### src/debug_breakpoint_pkg.sv
// Purpose: Shared constants for the debug breakpoint unit.
// Assumes: Word-wide register port with one-cycle read latency.
// Notes: Register indices are word offsets on the plain register port.
package debug_breakpoint_pkg;
    localparam logic [2:0] REG_BP_ADDR0 = 3'h0;
    localparam logic [2:0] REG_BP_ADDR1 = 3'h1;
    localparam logic [2:0] REG_BP_ADDR2 = 3'h2;
    localparam logic [2:0] REG_BP_ADDR3 = 3'h3;
    localparam logic [2:0] REG_DEBUG_STATUS = 3'h6;
    localparam logic [2:0] REG_BP_CONTROL = 3'h7;
    localparam int NUM_BP = 4;
    localparam int CTL_LOCAL_EN_POS = 0;
    localparam int CTL_LOCAL_EXACT_POS = 8;
    localparam int CTL_GLOBAL_EXACT_POS = 9;
    localparam int CTL_GUARD_POS = 13;
    localparam int CTL_QUAL_POS = 16;
    localparam int STS_GUARD_HIT_POS = 13;
    localparam int STS_STEP_POS = 14;
    localparam int STS_TASK_POS = 15;
    localparam int FLAGS_STEP_POS = 8;
    localparam logic [31:0] CONTROL_RESET = 32'h0000_0000;
    localparam logic [31:0] STATUS_RESET = 32'h0000_0000;
    localparam logic [31:0] ADDR_RESET = 32'h0000_0000;
    localparam logic [1:0] SIZE_BYTE = 2'h0;
    localparam logic [1:0] SIZE_WORD = 2'h1;
    localparam logic [1:0] SIZE_DWORD = 2'h3;
    localparam logic [1:0] QUAL_EXEC = 2'h0;
    localparam logic [1:0] QUAL_WRITE = 2'h1;
    localparam logic [1:0] QUAL_READ_WRITE = 2'h3;
    localparam logic [7:0] BREAK_OPCODE = 8'hCC;
    localparam logic [7:0] VEC_DEBUG = 8'h01;
    localparam logic [7:0] VEC_BREAK = 8'h03;
endpackage : debug_breakpoint_pkg

### src/debug_breakpoint_unit.sv
// Purpose: Debug breakpoint logic: breakpoint opcode, single step, four comparators.
// Assumes: The execution unit presents linear addresses and instruction events.
// Notes: Exception requests are one-cycle pulses with a vector and fault/trap kind.
// Notes on behaviour
// Opcode CC raises exception 3 trap
// Vector 3 bypasses I/O privilege check
// Step flag set at end raises exception 1
// Step trap follows the next instruction
// Step trap returns to next unexecuted instruction
// Breakpoints disabled after reset
// All breakpoint hits use exception 1
// Four 32-bit addresses compared continuously
// Compare linear addresses, never physical
// Two-bit size field per breakpoint
// Size codes mask low address bits
// Fields aligned to word or dword
// Software uses one-byte size for execution
// Qualifier: execute, write, or read/write
// Execution is fault; data is trap
// Software picks valid data qualifier and size
// Partial overlap still detects data hit
// Global or local enable arms breakpoint
// Status flags only cleared by software
// Guard bit faults any debug register access
// All comparators evaluate in same cycle
`timescale 1ns/1ps
`default_nettype none
module debug_breakpoint_unit
    import debug_breakpoint_pkg::*;
(
    input wire logic mclk_in,
    input wire logic rst_in,
    input wire logic [2:0] reg_addr_in,
    input wire logic [31:0] reg_wdata_in,
    input wire logic reg_wr_in,
    input wire logic reg_rd_in,
    output logic [31:0] reg_rdata_out,
    input wire logic insn_start_in,
    input wire logic [31:0] insn_addr_in,
    input wire logic [7:0] insn_opcode_in,
    input wire logic insn_retire_in,
    input wire logic [31:0] next_insn_addr_in,
    input wire logic [31:0] processor_flags_word_in,
    input wire logic int_n_in,
    input wire logic [7:0] int_vector_in,
    input wire logic protected_or_v86_in,
    input wire logic io_priv_ok_in,
    input wire logic data_valid_in,
    input wire logic data_write_in,
    input wire logic [31:0] data_addr_in,
    input wire logic [3:0] data_lanes_in,
    input wire logic task_switch_in,
    input wire logic task_trap_in,
    input wire logic dbg_insn_access_in,
    input wire logic resume_flag_in,
    output logic exc_valid_out,
    output logic [7:0] exc_vector_out,
    output logic exc_fault_out,
    output logic [31:0] return_pointer_out,
    output logic gp_fault_out,
    output logic exact_data_out
);
    logic [31:0] bp_addr_q [NUM_BP];
    logic [31:0] control_q;
    logic [31:0] status_q;
    logic step_armed_q;
    logic [NUM_BP-1:0] exec_hit;
    logic [NUM_BP-1:0] data_hit;
    logic [NUM_BP-1:0] enabled;
    logic [NUM_BP-1:0] exec_set;
    logic [NUM_BP-1:0] data_set;
    logic exec_fire;
    logic data_fire;
    logic guard_fire;
    logic step_fire;
    logic task_fire;
    logic break_fire;
    logic int_fire;
    logic int_blocked;
    logic host_wr;

    // Exception sources sorted into classes that share kind and return point; all but soft interrupts have a fixed vector.
    typedef enum logic [2:0] {
        CAUSE_NONE,
        CAUSE_FAULT,
        CAUSE_DEBUG_TRAP,
        CAUSE_BREAK,
        CAUSE_SOFT_INT
    } exc_cause_t;
    exc_cause_t cause;
    logic [7:0] cause_vector;

    // Every comparator runs in parallel on every cycle.
    genvar gi;
    generate
        for (gi = 0; gi < NUM_BP; gi++)
        begin : g_cmp
            bp_comparator u_cmp (
                .bp_addr_in(bp_addr_q[gi]),
                .size_in(control_q[CTL_QUAL_POS + 4*gi + 2 +: 2]),
                .qual_in(control_q[CTL_QUAL_POS + 4*gi +: 2]),
                .exec_valid_in(insn_start_in && !resume_flag_in),
                .exec_addr_in(insn_addr_in),
                .data_valid_in(data_valid_in),
                .data_write_in(data_write_in),
                .data_addr_in(data_addr_in),
                .data_lanes_in(data_lanes_in),
                .exec_hit_out(exec_hit[gi]),
                .data_hit_out(data_hit[gi])
            );

            assign enabled[gi] = control_q[CTL_LOCAL_EN_POS + 2*gi]
                || control_q[CTL_LOCAL_EN_POS + 2*gi + 1];
        end
    endgenerate

    // Guarded accesses fault before any other debug event.
    assign guard_fire = dbg_insn_access_in && control_q[CTL_GUARD_POS];
    assign exec_fire = !guard_fire && ((exec_hit & enabled) != '0);
    assign data_fire = (data_hit & enabled) != '0;
    // All matching conditions of a kind are flagged once an enabled one of that kind fires.
    assign exec_set = exec_fire ? exec_hit : '0;
    assign data_set = data_fire ? data_hit : '0;
    // The flag is sampled at the end of each instruction, so the step trap lands after
    // the instruction following the one that set it.
    assign step_fire = insn_retire_in && step_armed_q;
    assign task_fire = task_switch_in && task_trap_in;
    assign break_fire = insn_retire_in && insn_opcode_in == BREAK_OPCODE;
    // Only the two-byte form is privilege checked.
    assign int_blocked = protected_or_v86_in && !io_priv_ok_in;
    assign int_fire = insn_retire_in && int_n_in && !int_blocked;
    assign host_wr = reg_wr_in && !control_q[CTL_GUARD_POS];

    always_ff @(posedge mclk_in or posedge rst_in)
    begin
        if (rst_in)
        begin
            step_armed_q <= 1'b0;
        end
        else if (insn_retire_in)
        begin
            step_armed_q <= processor_flags_word_in[FLAGS_STEP_POS];
        end
    end

    always_ff @(posedge mclk_in or posedge rst_in)
    begin
        if (rst_in)
        begin
            for (int i = 0; i < NUM_BP; i++)
            begin
                bp_addr_q[i] <= ADDR_RESET;
            end
        end
        else if (host_wr && reg_addr_in <= REG_BP_ADDR3)
        begin
            bp_addr_q[reg_addr_in[1:0]] <= reg_wdata_in;
        end
    end

    // Control resets to all enables clear.
    always_ff @(posedge mclk_in or posedge rst_in)
    begin
        if (rst_in)
        begin
            control_q <= CONTROL_RESET;
        end
        else
        begin
            if (host_wr && reg_addr_in == REG_BP_CONTROL)
            begin
                control_q <= reg_wdata_in;
            end
            if (task_switch_in)
            begin
                // Local enables and local exact match drop on a task switch.
                for (int i = 0; i < NUM_BP; i++)
                begin
                    control_q[CTL_LOCAL_EN_POS + 2*i] <= 1'b0;
                end
                control_q[CTL_LOCAL_EXACT_POS] <= 1'b0;
            end
            if (guard_fire)
            begin
                control_q[CTL_GUARD_POS] <= 1'b0;
            end
        end
    end

    // Hardware only sets status bits; a set in the same cycle as a write wins.
    always_ff @(posedge mclk_in or posedge rst_in)
    begin
        if (rst_in)
        begin
            status_q <= STATUS_RESET;
        end
        else
        begin
            status_q <= ((host_wr && reg_addr_in == REG_DEBUG_STATUS) ? reg_wdata_in : status_q)
                | {16'h0, task_fire, step_fire, guard_fire, 9'h0, exec_set | data_set};
        end
    end

    always_ff @(posedge mclk_in or posedge rst_in)
    begin
        if (rst_in)
        begin
            reg_rdata_out <= 32'h0000_0000;
        end
        else if (reg_rd_in && !control_q[CTL_GUARD_POS])
        begin
            case (reg_addr_in)
                REG_BP_ADDR0, REG_BP_ADDR1, REG_BP_ADDR2, REG_BP_ADDR3:
                    reg_rdata_out <= bp_addr_q[reg_addr_in[1:0]];
                REG_DEBUG_STATUS: reg_rdata_out <= status_q;
                REG_BP_CONTROL: reg_rdata_out <= control_q;
                default: reg_rdata_out <= 32'h0000_0000;
            endcase
        end
        else
        begin
            reg_rdata_out <= 32'h0000_0000;
        end
    end

    // One exception per cycle: faults ahead of debug traps, then the two software forms.
    always_comb
    begin
        if (guard_fire || exec_fire)
        begin
            cause = CAUSE_FAULT;
        end
        else if (data_fire || step_fire || task_fire)
        begin
            cause = CAUSE_DEBUG_TRAP;
        end
        else if (break_fire)
        begin
            cause = CAUSE_BREAK;
        end
        else if (int_fire)
        begin
            cause = CAUSE_SOFT_INT;
        end
        else
        begin
            cause = CAUSE_NONE;
        end
    end

    always_comb
    begin
        case (cause)
            CAUSE_FAULT: cause_vector = VEC_DEBUG;
            CAUSE_DEBUG_TRAP: cause_vector = VEC_DEBUG;
            CAUSE_BREAK: cause_vector = VEC_BREAK;
            CAUSE_SOFT_INT: cause_vector = int_vector_in;
            default: cause_vector = 8'h00;
        endcase
    end

    // The valid pulse stands for exactly one cycle per exception.
    always_ff @(posedge mclk_in or posedge rst_in)
    begin
        if (rst_in)
        begin
            exc_valid_out <= 1'b0;
        end
        else
        begin
            exc_valid_out <= cause != CAUSE_NONE;
        end
    end

    // Only faults raise the kind bit; every trap and idle cycle clears it.
    always_ff @(posedge mclk_in or posedge rst_in)
    begin
        if (rst_in)
        begin
            exc_fault_out <= 1'b0;
        end
        else
        begin
            exc_fault_out <= cause == CAUSE_FAULT;
        end
    end

    // Only the two-byte form is refused by the privilege check.
    always_ff @(posedge mclk_in or posedge rst_in)
    begin
        if (rst_in)
        begin
            gp_fault_out <= 1'b0;
        end
        else
        begin
            gp_fault_out <= insn_retire_in && int_n_in && int_blocked;
        end
    end

    // Vector and return point hold between exceptions; they count only beside valid.
    always_ff @(posedge mclk_in or posedge rst_in)
    begin
        if (rst_in)
        begin
            exc_vector_out <= 8'h00;
        end
        else if (cause != CAUSE_NONE)
        begin
            exc_vector_out <= cause_vector;
        end
    end

    // A fault returns to the instruction itself, a trap to the next one.
    always_ff @(posedge mclk_in or posedge rst_in)
    begin
        if (rst_in)
        begin
            return_pointer_out <= 32'h0000_0000;
        end
        else if (cause == CAUSE_FAULT)
        begin
            return_pointer_out <= insn_addr_in;
        end
        else if (cause != CAUSE_NONE)
        begin
            return_pointer_out <= next_insn_addr_in;
        end
    end

    always_ff @(posedge mclk_in or posedge rst_in)
    begin
        if (rst_in)
        begin
            exact_data_out <= 1'b0;
        end
        else
        begin
            exact_data_out <= control_q[CTL_LOCAL_EXACT_POS] || control_q[CTL_GLOBAL_EXACT_POS];
        end
    end
endmodule : debug_breakpoint_unit
`default_nettype wire

### src/bp_comparator.sv
// Purpose: One linear-address breakpoint comparator.
// Assumes: Access size is given as a byte-lane mask of the aligned dword.
// Notes: Purely combinational; the parent registers the result.
`timescale 1ns/1ps
`default_nettype none
module bp_comparator
    import debug_breakpoint_pkg::*;
(
    input wire logic [31:0] bp_addr_in,
    input wire logic [1:0] size_in,
    input wire logic [1:0] qual_in,
    input wire logic exec_valid_in,
    input wire logic [31:0] exec_addr_in,
    input wire logic data_valid_in,
    input wire logic data_write_in,
    input wire logic [31:0] data_addr_in,
    input wire logic [3:0] data_lanes_in,
    output logic exec_hit_out,
    output logic data_hit_out
);
    logic [3:0] field_lanes;
    logic same_dword;
    logic qual_ok;

    always_comb
    begin
        // The size code only masks low address bits, so fields are aligned.
        case (size_in)
            SIZE_WORD: field_lanes = bp_addr_in[1] ? 4'hC : 4'h3;
            SIZE_DWORD: field_lanes = 4'hF;
            default: field_lanes = 4'h1 << bp_addr_in[1:0];
        endcase
    end

    // Comparison is on linear addresses only.
    assign same_dword = (data_addr_in[31:2] == bp_addr_in[31:2]);

    assign qual_ok = (qual_in == QUAL_READ_WRITE) || (qual_in == QUAL_WRITE && data_write_in);
    // Any overlap of access lanes and field lanes counts, whole or partial.
    assign data_hit_out = data_valid_in && qual_ok && same_dword
        && ((field_lanes & data_lanes_in) != 4'h0);

    assign exec_hit_out = exec_valid_in && (qual_in == QUAL_EXEC) && (size_in == SIZE_BYTE)
        && (exec_addr_in == bp_addr_in);
endmodule : bp_comparator
`default_nettype wire

### config.mk
export PLATFORM = sky130hd
export DESIGN_NAME = debug_breakpoint_unit
export DESIGN_NICKNAME = d
export VERILOG_FILES = /design/src/debug_breakpoint_pkg.sv /design/src/debug_breakpoint_unit.sv /design/src/bp_comparator.sv
export SDC_FILE = /design/constraint.sdc
export NUM_CORES = 1
export LEC_CHECK = 0
export ABC_AREA = 1
export BUFFER_PORTS_ARGS = -buffer_cell sky130_fd_sc_hd__buf_2
export CORE_ASPECT_RATIO = 1.25
export CORE_MARGIN = 2
export CORE_UTILIZATION = 31
export CTS_CLUSTER_SIZE = 12
export DETAILED_ROUTE_END_ITERATION = 12
export GPL_TIMING_DRIVEN = 0
export PLACE_DENSITY = 0.56
export SLEW_MARGIN = 25
export SYNTH_ARGS = -nofsm -noshare
export SYNTH_HDL_FRONTEND = slang
export SYNTH_HIERARCHICAL = 1
export SYNTH_SLANG_ARGS = --single-unit
### constraint.sdc
create_clock -name mclk_in -period 12 [get_ports mclk_in]
set_input_delay 2.4 -clock mclk_in [delete_from_list [all_inputs] [get_ports mclk_in]]
set_output_delay 2.4 -clock mclk_in [all_outputs]
set_load 0.005 [all_outputs]
==> implementation parameters, run 1 <==
Parameter                              Value

Placed design
  Number of instances in the placed design    3,325
  Detailed-placement wirelength estimate    64.35 mm
  Buffers on Ports    239
  Area after detailed placement    around 0.018 sq mm
  Gp weighted congestion    1.049

Status
  Result of the run    complete, no violations

Final layout
  Final standard cell count with taps included and fillers excluded    about 3,400
  Share of layout cells above drive strength 1    a little over an eighth
  Number of nets at the end of the flow    2,890
  Relative area change from synthesis to final layout    19.25%
  Final Core Density    37.44%
  Final instance area    0.01930 sq mm

Global route
  Overflow after GRT    0
  Global-route wire length before repair    115.1 mm
  Via count of the first global-routing pass    ~17,000
  Largest net degree at the start of global routing    85
  Number of antenna violations at the first check in global routing    3
  Combined global-route utilization of all metal layers    29.63%

Logic synthesis
  Count of mapped cells out of synthesis    2,418
  Count of flip-flops with a built-in enable after synthesis    0
  Most used standard cell by instance count after synthesis    sky130_fd_sc_hd__nand2_1
  Cell types with the highest counts after synthesis    sky130_fd_sc_hd__nand2_1, sky130_fd_sc_hd__inv_1, sky130_fd_sc_hd__dfrtp_1
  Leading register cell type out of synthesis    sky130_fd_sc_hd__dfrtp_1
  Yosys warnings    6
  Portion of the post-synthesis area used by sequential elements    41.60%
  Largest cells by area after synthesis    sky130_fd_sc_hd__dfrtp_1, sky130_fd_sc_hd__nand2_1, sky130_fd_sc_hd__inv_1
  Synth top area share    41.60%
  Yosys top cell by area    sky130_fd_sc_hd__dfrtp_1
  Cell area after synthesis    0.01618 sq mm
  Synthesized area divided by synthesized cell count    6.692 sq um
  Total of flip-flops plus latches after synthesis    around 270
  Net count of the mapped netlist    2,616
  Proportion of synthesized flip-flops having asynchronous set or reset    100.0%
  Count of cell types in the netlist    33

STA
  Setup Skew    between 10 and 15 ps
  Highest clock rate    0.2138 GHz
  Number of endpoints with negative hold slack in the final report    0
  Slew HR    approximately 28%
  Setup repair after global routing missed its margin    no
  Pins over their slew limit    0
  Final setup violating endpoints    0
  Worst hold slack    474.9 ps
  Slew at the pin closest to its max-slew limit    about 1100 ps
  Minimum period implied by the final worst setup slack    4676 ps
  Post-route clock period utilization    38.97%

Power
  Switching power summed over all nets    1.645 mW
  Internal power    2.192 mW
  Fraction of power consumed by sequential logic    43.2%
  Leakage component of the power    around 10 nW
  Clock Power Share    between 20 and 30%
  Proportion of power drawn by combinational gates    31.8%
  Total power of the final layout    3.838 mW
  Switching fraction of total power    42.87%
  Largest vdd supply drop    0.0001140 V
  Power per cell area    about 200 mW/mm^2

Clocking
  Total CTS buffers    30
  H-Tree Depth    1
  Maximum clock path buffer count    3
  Hold-fix buffers, CTS    0
  Clock Latency Late Sink    590 ps
  Count of buffers added by post-CTS timing repair for setup    0
  Sink Count    269
  Clk Tree Root Cell    sky130_fd_sc_hd__clkbuf_16
  Clock tree from TritonCTS    built
  Count of cells resized by post-cts repair    0
  Clock Pin Slew Worst Setup and Hold Paths    60 ps

Critical path
  Category of the most critical setup path    in -> reg
  Type of origin of the critical path    primary input
  Critical path data required time    12,520 ps
  Endpoint kind of the worst setup timing path    register
  Worst EP arrival    between 5000 and 6000 ps
  Critical Path Fanout Max    10

Route
  Average vias per placed instance    5.153
  Remaining antenna violation count after routing    0
  Detailed-router iteration count before antenna repair    6
  Number of vias after detailed routing    17,410
  Final routed wire length divided by cell count    24.06 um
  Starting DRT DRC Count    1,913
  Number of remaining DRC errors    0
  Routed WL    81.28 mm

Floorplanning
  Width of the die    208.4 um
  Starting density of the core    31.39%
  Core Area    0.05155 sq mm
  Top-level I/O count    about 270
  Row Count    between 90 and 100
  Die area    0.05405 sq mm
  Vertical die dimension    259.4 um

Worst hold path
  Path class of the lowest-slack min-delay path    reg -> reg

Flow run
  Max cap viols    0
## registers in the layout (all words and copies together) (netlist names)
signal / cells
control_q: 32
exc_vector_out: 8
bp_addr_q: 128
exc_valid_out: 1
gp_fault_out: 1
exact_data_out: 1
return_pointer_out: 32
step_armed_q: 1
reg_rdata_out: 32
status_q: 32
exc_fault_out: 1
## metrics by stage
stage                     setup WS, ps  setup TNS (ps)
after floorplan                   2190               0
after global placement           -1232         -318950
after detailed placement          6771               0
after CTS                         7371               0
after global routing              7220               0
final                             7324               0
## power groups by stage
stage | Clock [mW] | Combinational, mW | Sequential (mW)
global placement | 0 | 1.18 | 1.66
floorplan | 0 | 0.768 | 1.44
finish | 0.958 | 1.22 | 1.66
detailed placement | 0 | 1.20 | 1.66
global route | 1.01 | 1.36 | 1.68
CTS | 0.970 | 1.21 | 1.65
## logic make-up after synthesis
| family | after synthesis | synth area share (%) |
|---|---|---|
| XOR/XNOR | 72 | 3.897 |
| buffers and inverters | 400 | 9.696 |
| AND/OR/NAND/NOR | 1322 | 32.72 |
| AO/OA/AOI/OAI | 355 | 12.09 |
| flip-flops | 269 | 41.60 |
## critical path: stages
cell and delay (ps):
sky130_fd_sc_hd__buf_2 170, sky130_fd_sc_hd__inv_1 60, sky130_fd_sc_hd__nand2_1 180, sky130_fd_sc_hd__nand2_1 90, sky130_fd_sc_hd__nor2_1 110, sky130_fd_sc_hd__nand2_1 70, sky130_fd_sc_hd__nor2_1 370, sky130_fd_sc_hd__nand3_1 130
sky130_fd_sc_hd__nor2_1 290, sky130_fd_sc_hd__inv_1 70, sky130_fd_sc_hd__nor2_1 200, sky130_fd_sc_hd__nor2_4 60, sky130_fd_sc_hd__nand3_2 180, sky130_fd_sc_hd__nor2_4 110, sky130_fd_sc_hd__nand3_2 130, sky130_fd_sc_hd__buf_6 160
sky130_fd_sc_hd__buf_6 160, sky130_fd_sc_hd__nand2_1 140, sky130_fd_sc_hd__nand2_1 90
## cells in the final DEF (no fill, tap or decap), types with 2 or more instances in the layout
cell / n
sky130_fd_sc_hd__a21oi_1: 22
sky130_fd_sc_hd__a22o_1: 17
sky130_fd_sc_hd__a22oi_1: 17
sky130_fd_sc_hd__a31oi_1: 14
sky130_fd_sc_hd__buf_16: 3
sky130_fd_sc_hd__buf_2: 257
sky130_fd_sc_hd__buf_4: 6
sky130_fd_sc_hd__buf_6: 3
sky130_fd_sc_hd__bufinv_16: 2
sky130_fd_sc_hd__clkbuf_1: 62
sky130_fd_sc_hd__clkbuf_16: 31
sky130_fd_sc_hd__clkbuf_8: 7
sky130_fd_sc_hd__clkinv_2: 4
sky130_fd_sc_hd__clkinvlp_4: 2
sky130_fd_sc_hd__dfrtp_1: 269
sky130_fd_sc_hd__inv_1: 286
sky130_fd_sc_hd__inv_2: 28
sky130_fd_sc_hd__nand2_1: 963
sky130_fd_sc_hd__nand2_2: 4
sky130_fd_sc_hd__nand3_1: 87
sky130_fd_sc_hd__nand3_2: 2
sky130_fd_sc_hd__nand4_1: 49
sky130_fd_sc_hd__nor2_1: 193
sky130_fd_sc_hd__nor2_2: 5
sky130_fd_sc_hd__nor2_4: 3
sky130_fd_sc_hd__o2111ai_1: 4
sky130_fd_sc_hd__o211ai_1: 10
sky130_fd_sc_hd__o21a_1: 4
sky130_fd_sc_hd__o21ai_0: 214
sky130_fd_sc_hd__o21ai_1: 52
sky130_fd_sc_hd__or2_1: 8
sky130_fd_sc_hd__or2_2: 5
sky130_fd_sc_hd__xnor2_1: 40
sky130_fd_sc_hd__xor2_1: 32
## per-layer routing
| layer | part of all wire, % | GRT usage (%) |
|---|---|---|
| met2 | 48 | 51.06 |
| met3 | 7.3 | 4.428 |
| met5 | 0.016 | 0 |
| met4 | 5.7 | 16.01 |
| met1 | 39 | 35.69 |
## layout make-up
| cell class | count | area (sq um) |
|---|---|---|
| Antenna cell | 1 | 2.502 |
| Buffer | 85 | 386.6 |
| Clock buffer | 43 | 890.9 |
| Clock inverter | 9 | 103.9 |
| Fill cell | 5595 | 32250 |
| Inverter | 315 | 1190 |
| Multi-Input combinational cell | 1749 | 7881 |
| Sequential cell | 269 | 6731 |
| Tap cell | 665 | 832.0 |
| Timing Repair Buffer | 242 | 1279 |
## path summary, 6_finish.rpt
path                                   from               endpoint  slack, ps  depth (start not counted)
setup / recovery           data_addr_in[12]  return_pointer_out[0]       7320                         19
max in group asynchronous            rst_in            status_q[6]       8940                          4
setup reg to reg              bp_addr_q[36]  return_pointer_out[0]       8810                         18
hold / removal                 step_armed_q           step_armed_q        470                          2
min in group asynchronous            rst_in          exc_valid_out       1860                          2
hold reg to reg                step_armed_q           step_armed_q        470                          2
Note: power is estimated with default switching activity, not from simulation.
==> inputs of run 2 (changes only) <==
--- a/config.mk
+++ b/config.mk
@@ -5,7 +5,7 @@
 export SDC_FILE = /design/constraint.sdc
 export NUM_CORES = 1
 export LEC_CHECK = 0
-export ABC_AREA = 1
+export ABC_AREA = 0
 export BUFFER_PORTS_ARGS = -buffer_cell sky130_fd_sc_hd__buf_2
 export CORE_ASPECT_RATIO = 1.25
 export CORE_MARGIN = 2
@@ -13,7 +13,7 @@
 export CTS_CLUSTER_SIZE = 12
 export DETAILED_ROUTE_END_ITERATION = 12
 export GPL_TIMING_DRIVEN = 0
-export PLACE_DENSITY = 0.56
+export PLACE_DENSITY = 0.57
 export SLEW_MARGIN = 25
 export SYNTH_ARGS = -nofsm -noshare
 export SYNTH_HDL_FRONTEND = slang
==> constraint.sdc (replaced) <==
create_clock -name mclk_in -period 4.4 [get_ports mclk_in]
set_input_delay 0.88 -clock mclk_in [delete_from_list [all_inputs] [get_ports mclk_in]]
set_output_delay 0.88 -clock mclk_in [all_outputs]
set_load 0.005 [all_outputs]
==> run 2 against run 1 <==
  * First-iteration DRC count fell by 59%
  * Count of clock-buffer cells in the layout fell by 2
  * Synthesized cell count fell by 48%
  * Critical path type unchanged
  * Highest routed layer unchanged
==> implementation parameters, run 2 <==
Parameter                              Value

Global route
  Largest net degree at the start of global routing    33
  Overflow after GRT    0
  Number of antenna violations at the first check in global routing    21
  Combined global-route utilization of all metal layers    24.39%
  Global-route wire length before repair    about 85 mm
  Via count of the first global-routing pass    12,000

Floorplanning
  Core Area    0.04710 sq mm
  Vertical die dimension    around 250 um
  Die area    0.04932 sq mm
  Top-level I/O count    between 200 and 300
  Width of the die    roughly 200 um
  Starting density of the core    31.30%
  Row Count    around 90

Critical path
  Worst EP arrival    4310 ps
  R2r worst-path depth    12
  Category of the most critical setup path    in -> reg
  Source of the critical timing path    insn_addr_in[27]
  Critical path data required time    between 4000 and 5000 ps
  Reg-to-reg startpoint    bp_addr_q[27]
  Type of origin of the critical path    primary input
  Endpoint kind of the worst setup timing path    register
  Critical Path Fanout Max    10

Clocking
  Maximum clock path buffer count    3
  Hold-fix buffers, CTS    0
  Sink Count    269
  H-Tree Depth    1
  Clock Pin Slew Worst Setup and Hold Paths    70 ps
  Clock tree from TritonCTS    built
  Count of buffers added by post-CTS timing repair for setup    0
  Clk Tree Root Cell    sky130_fd_sc_hd__clkbuf_16
  Total CTS buffers    28
  Clock Latency Late Sink    570 ps
  Count of cells resized by post-cts repair    0

Route
  Remaining antenna violation count after routing    0
  Number of remaining DRC errors    0
  Total length of routed met3 wires    around 4.4 mm
  Average vias per placed instance    5.266
  Number of vias after detailed routing    between 10,000 and 15,000
  Metal1 wirelength    23.08 mm
  Detailed-router iteration count before antenna repair    5
  Routed WL    60.51 mm
  Detailed-routed wire length on met2    29.62 mm
  Starting DRT DRC Count    approximately 790
  Top sig layer    met5
  Final routed wire length divided by cell count    27.42 um

Final layout
  Largest reg by FF count    bp_addr_q
  Relative area change from synthesis to final layout    20.85%
  Final instance area    around 0.018 sq mm
  Most common library cell in the layout ignoring fill and taps    sky130_fd_sc_hd__dfrtp_1
  Number of nets at the end of the flow    between 1,500 and 2,000
  Flip-flop count of the largest register, all copies and words added    approximately 130
  Final standard cell count with taps included and fillers excluded    around 2,200
  Share of layout cells above drive strength 1    about a third
  Most frequent cells in the layout    sky130_fd_sc_hd__dfrtp_1, sky130_fd_sc_hd__buf_2, sky130_fd_sc_hd__xor2_1
  Register cell area after layout    0.006731 sq mm
  Number of fill cells in the layout    4,671
  Multi-input gate area in the final layout    slightly below 0.008 sq mm

Power
  Leakage component of the power    around 8 nW
  Largest vdd supply drop    0.0002496 V
  Power per cell area    447.7 mW/mm^2
  Clock Power Share    29.5%
  Internal power    about 5.3 mW
  Switching fraction of total power    33.56%
  Proportion of power drawn by combinational gates    roughly 25%
  Switching power summed over all nets    ~2.7 mW
  Fraction of power consumed by sequential logic    45.2%

Logic synthesis
  Synth top area share    45.66%
  Yosys top cell by area    sky130_fd_sc_hd__dfrtp_1
  Largest cells by area after synthesis    sky130_fd_sc_hd__dfrtp_1, sky130_fd_sc_hd__xor2_1, sky130_fd_sc_hd__mux2_2
  Most used standard cell by instance count after synthesis    sky130_fd_sc_hd__dfrtp_1
  Count of flip-flops with a built-in enable after synthesis    0
  Total of flip-flops plus latches after synthesis    269
  Count of mapped cells out of synthesis    1,269
  Synthesized area divided by synthesized cell count    11.62 sq um
  Proportion of synthesized flip-flops having asynchronous set or reset    100.0%
  Leading register cell type out of synthesis    sky130_fd_sc_hd__dfrtp_1
  Cell area after synthesis    ~0.015 sq mm
  Yosys warnings    6
  Cell types with the highest counts after synthesis    sky130_fd_sc_hd__dfrtp_1, sky130_fd_sc_hd__xor2_1, sky130_fd_sc_hd__mux2_2
  Net count of the mapped netlist    1,467
  Count of cell types in the netlist    40
  Portion of the post-synthesis area used by sequential elements    45.66%

STA
  Setup repair after global routing missed its margin    no
  Minimum period implied by the final worst setup slack    3835 ps
  Highest clock rate    0.2608 GHz
  Final setup violating endpoints    0
  Pins over their slew limit    0
  Number of endpoints with negative hold slack in the final report    0
  Slew at the pin closest to its max-slew limit    1099 ps
  Final Worst Setup Slack    565.5 ps
  Post-route clock period utilization    roughly 87%
  Slew HR    approximately a quarter
  Setup TNS    0 ps
  Setup Skew    20.23 ps

Placed design
  Area after detailed placement    0.01692 sq mm
  Number of instances in the placed design    2,153
  Detailed-placement wirelength estimate    48.53 mm
  Pre-CTS setup slack    40.66 ps
  Buffers on Ports    around 240
  Gp weighted congestion    around 0.98

Status
  Result of the run    complete, no violations

Worst hold path
  Path class of the lowest-slack min-delay path    in -> async

Flow run
  Max cap viols    0
## run 2: cell types whose count changed after synthesis, sizes merged, moves of 72 or more
cell   change
mux2     +186
nand3     -73
inv      -312
nor4      +72
nor2     -160
o21ai    -256
xor2     +212
nand2    -843
## run 2: logic make-up (layout without fill, tap and decap cells)
| group | count (synthesis) | after routing | synth area share (%) |
|---|---|---|---|
| DFF | 269 | 269 | 45.66 |
| buffers and inverters | 65 | 357 | 1.961 |
| AOI/OAI and AO/OA | 106 | 106 | 4.397 |
| other | 0 | 9 | 0 |
| muxes | 261 | 261 | 22.46 |
| xor gates and xnor gates | 248 | 248 | 14.73 |
| and+or+nand+nor | 320 | 320 | 10.79 |
## run 2: worst max-delay path: stages
cell and delay, ps:
sky130_fd_sc_hd__buf_2 220, sky130_fd_sc_hd__xor2_1 170, sky130_fd_sc_hd__nor4_1 740, sky130_fd_sc_hd__nand4_1 220, sky130_fd_sc_hd__nor3_1 490, sky130_fd_sc_hd__o21ai_0 210
sky130_fd_sc_hd__nand4_1 220, sky130_fd_sc_hd__or4_1 140, sky130_fd_sc_hd__clkbuf_1 240, sky130_fd_sc_hd__buf_2 300, sky130_fd_sc_hd__buf_2 270, sky130_fd_sc_hd__nor3_1 70
sky130_fd_sc_hd__a21oi_1 130
## run 2: per-layer routing
layer	vias up	GRT usage, %
met2	483	41.79
met5	-	0
met1	5868	28.67
li1	5101	-
met4	26	12.77
met3	143	5.109
## run 2: path summary, 6_finish.rpt
path	end	slack, ps
max in group asynchronous	bp_addr_q[86]	3120
hold reg to reg	control_q[12]	470
setup / recovery	return_pointer_out[19]	570
hold / removal	reg_rdata_out[1]	310
min in group mclk_in	control_q[12]	470
setup reg to reg	return_pointer_out[19]	590
## run 2: final cells by class
class	count	area share [%]
timing repair buffer	247	7.697
buffer	61	1.559
clock inverter	4	0.2528
antenna	9	0.1264
multi-input combinational	935	43.34
sequential	269	37.78
clock buffer	41	4.663
inverter	4	0.1053
tap	637	4.474
## run 2: per-stage QoR
stage,utilization [%],hold slack [ps],power (mW)
floorplan,-,440.1,4.666
global placement,35.52,455.1,5.568
detailed placement,35.91,460.6,5.637
CTS,37.77,303.2,7.998
global route,37.80,323.6,8.321
finish,37.82,312.3,7.977
## run 2: power groups by stage
| stage | clock network [mW] | registers [mW] | logic, mW |
|---|---|---|---|
| after global placement | 0 | 3.61 | 1.96 |
| after floorplan | 0 | 3.39 | 1.27 |
| after CTS | 2.39 | 3.59 | 2.02 |
| after detailed placement | 0 | 3.63 | 2.00 |
| after global routing | 2.49 | 3.66 | 2.17 |
| final | 2.35 | 3.60 | 2.02 |
==> inputs of run 3 (changes only) <==
--- a/config.mk
+++ b/config.mk
@@ -7,6 +7,7 @@
 export LEC_CHECK = 0
 export ABC_AREA = 0
 export BUFFER_PORTS_ARGS = -buffer_cell sky130_fd_sc_hd__buf_2
+export CAP_MARGIN = 20
 export CORE_ASPECT_RATIO = 1.25
 export CORE_MARGIN = 2
 export CORE_UTILIZATION = 31
@@ -14,6 +15,7 @@
 export DETAILED_ROUTE_END_ITERATION = 12
 export GPL_TIMING_DRIVEN = 0
 export PLACE_DENSITY = 0.57
+export RECOVER_POWER = 50
 export SLEW_MARGIN = 25
 export SYNTH_ARGS = -nofsm -noshare
 export SYNTH_HDL_FRONTEND = slang
==> run 3 against run 2 <==
  * The run now ends with capacitance limit, slew limit left
  * Clock power hardly changed
  * Combinational power barely moved
  * Core utilization decreased by 0.21 points
  * Register-to-register slack got worse by 80 ps
  * Sequential cell count did not move
  * Critical endpoint is now return_pointer_out[20]
  * Highest routed layer unchanged
==> implementation parameters, run 3 (synthesis results as in run 2) <==
Parameter                              Value

Critical path
  Type of origin of the critical path    primary input
  Worst reg2reg endpoint    return_pointer_out[20]
  Most Frequent Cell on Critical Path    sky130_fd_sc_hd__buf_2
  Endpoint kind of the worst setup timing path    register
  Reg-to-reg startpoint    bp_addr_q[27]
  Worst EP arrival    4400 ps
  Biggest cell delay along the critical path    790 ps
  R2r setup slk    just over 500 ps
  R2r worst-path depth    12
  Critical Path Fanout Max    10
  Category of the most critical setup path    in -> reg
  Slowest CP cell    sky130_fd_sc_hd__nor4_1
  Cell-by-cell trace of the critical path    buf_2 -> xor2_1 -> nor4_1 -> nand4_1 -> nor3_1 -> o21ai_0 -> nand4_1 -> or4_1 -> clkbuf_1 -> buf_2 -> buf_2 -> nor3_1 -> a21oi_1
  Critical path data required time    4880 ps

Final layout
  Register cell area after layout    0.006731 sq mm
  Most frequent cells in the layout    sky130_fd_sc_hd__dfrtp_1, sky130_fd_sc_hd__xor2_1, sky130_fd_sc_hd__buf_2
  Largest reg by FF count    bp_addr_q
  Share of layout cells above drive strength 1    32.52%
  Flip-flop count of the largest register, all copies and words added    128
  Number of fill cells in the layout    4,702
  Relative area change from synthesis to final layout    20.19%
  Number of nets at the end of the flow    roughly 1,700
  Final standard cell count with taps included and fillers excluded    approximately 2,200
  Multi-input gate area in the final layout    a little under 0.008 sq mm
  Final Core Density    37.62%
  Most common library cell in the layout ignoring fill and taps    sky130_fd_sc_hd__dfrtp_1

Floorplanning
  Starting density of the core    31.30%
  Top-level I/O count    274
  Vertical die dimension    about 250 um
  Width of the die    199.0 um
  Row Count    89
  Core Area    roughly 0.047 sq mm
  Die area    0.04932 sq mm

Power
  Internal power    5.288 mW
  Power per cell area    around 450 mW/mm^2
  Proportion of power drawn by combinational gates    ~25%
  Switching fraction of total power    33.58%
  Largest vdd supply drop    0.0002468 V
  Fraction of power consumed by sequential logic    45.3%
  Switching power summed over all nets    about 2.7 mW
  Clock Power Share    between 20% and 30%
  Leakage component of the power    7.973 nW

Placed design
  Gp weighted congestion    0.9790
  Detailed-placement wirelength estimate    48.54 mm
  Number of instances in the placed design    2,153
  Buffers on Ports    238

STA
  Minimum period implied by the final worst setup slack    a little under 4000 ps
  Highest clock rate    0.2551 GHz
  Post-route clock period utilization    89.08%
  Number of endpoints with negative hold slack in the final report    0
  Worst hold slack    348.7 ps
  Final setup violating endpoints    0
  Setup Skew    16.98 ps
  Slew HR    -16.23%
  Setup repair after global routing missed its margin    no
  Slew at the pin closest to its max-slew limit    roughly 1700 ps
  Pins over their slew limit    121

Clocking
  Total CTS buffers    28
  Hold-fix buffers, CTS    0
  Clk Tree Root Cell    sky130_fd_sc_hd__clkbuf_16
  Clock Pin Slew Worst Setup and Hold Paths    70 ps
  Count of buffers added by post-CTS timing repair for setup    0
  Count of cells resized by post-cts repair    0
  H-Tree Depth    1
  Clock tree from TritonCTS    built
  Sink Count    269
  Clock Latency Late Sink    560 ps
  Maximum clock path buffer count    3

Route
  Average vias per placed instance    between 5 and 6
  Routed WL    60.57 mm
  Remaining antenna violation count after routing    0
  Starting DRT DRC Count    762
  Final routed wire length divided by cell count    27.43 um
  Detailed-router iteration count before antenna repair    5
  Number of vias after detailed routing    11,710
  Number of remaining DRC errors    0

Global route
  Global-route wire length before repair    85.04 mm
  Overflow after GRT    0
  Largest net degree at the start of global routing    33
  Via count of the first global-routing pass    12,110
  Number of antenna violations at the first check in global routing    22
  Combined global-route utilization of all metal layers    24.42%

Worst hold path
  Path class of the lowest-slack min-delay path    in -> async

Status
  Result of the run    finished with violations
  Failing checks    capacitance limit, slew limit

Flow run
  Max cap viols    5
==> run 3: cell type report <==
type	count	area share, %
multi-input combinational	935	43.58
sequential	269	37.99
timing repair buffer	248	7.210
clock buffer	41	4.689
tap	637	4.498
buffer	61	1.561
clock inverter	4	0.2542
antenna	9	0.1271
inverter	4	0.09180
==> run 3: critical path, delay by kind of cell <==
kind | cells | cell delay [ps]
buf+inv | 4 | 1060
compound gates | 2 | 330
xor+xnor | 1 | 170
simple gates | 6 | 1920
==> run 3: worst max-delay path by stage <==
stage / start / end / slack, ps / cells after the start
floorplan: rst_in / bp_addr_q[0] / -30 / 1
global placement: rst_in / reg_rdata_out[24] / -1770 / 2
detailed placement: insn_addr_in[27] / return_pointer_out[20] / 40 / 13
CTS: insn_addr_in[27] / return_pointer_out[20] / 600 / 13
global route: rst_in / return_pointer_out[12] / 330 / 4
finish: insn_addr_in[27] / return_pointer_out[20] / 480 / 13
==> run 3: per-layer routing <==
metal	GRT usage (%)	routed length, um	vias to the layer above
li1	-	-	5105
met2	41.65	29700	512
met3	5.001	4336	144
met1	28.62	23010	5923
met5	0	159	-
met4	13.54	3375	26
==> run 3: power groups by stage <==
| stage | registers, mW | clock network, mW | logic (mW) |
|---|---|---|---|
| CTS | 3.59 | 2.38 | 2.02 |
| finish | 3.60 | 2.35 | 2.01 |
| global route | 3.66 | 2.49 | 2.15 |
| detailed placement | 3.63 | 0 | 2.01 |
| floorplan | 3.39 | 0 | 1.27 |
| global placement | 3.61 | 0 | 1.96 |
==> run 3: per-stage QoR <==
| step | total power, mW | TNS (ps) | setup slack, ps | area [sq um] |
|---|---|---|---|---|
| global placement | 5.568 | -464630 | -1770 | 16730 |
| detailed placement | 5.637 | 0 | 40.89 | 16920 |
| floorplan | 4.666 | -8999 | -33.45 | 14750 |
| finish | 7.962 | 0 | 480.4 | 17720 |
| global route | 8.307 | 0 | 328.0 | 17710 |
| CTS | 7.998 | 0 | 602.3 | 17790 |
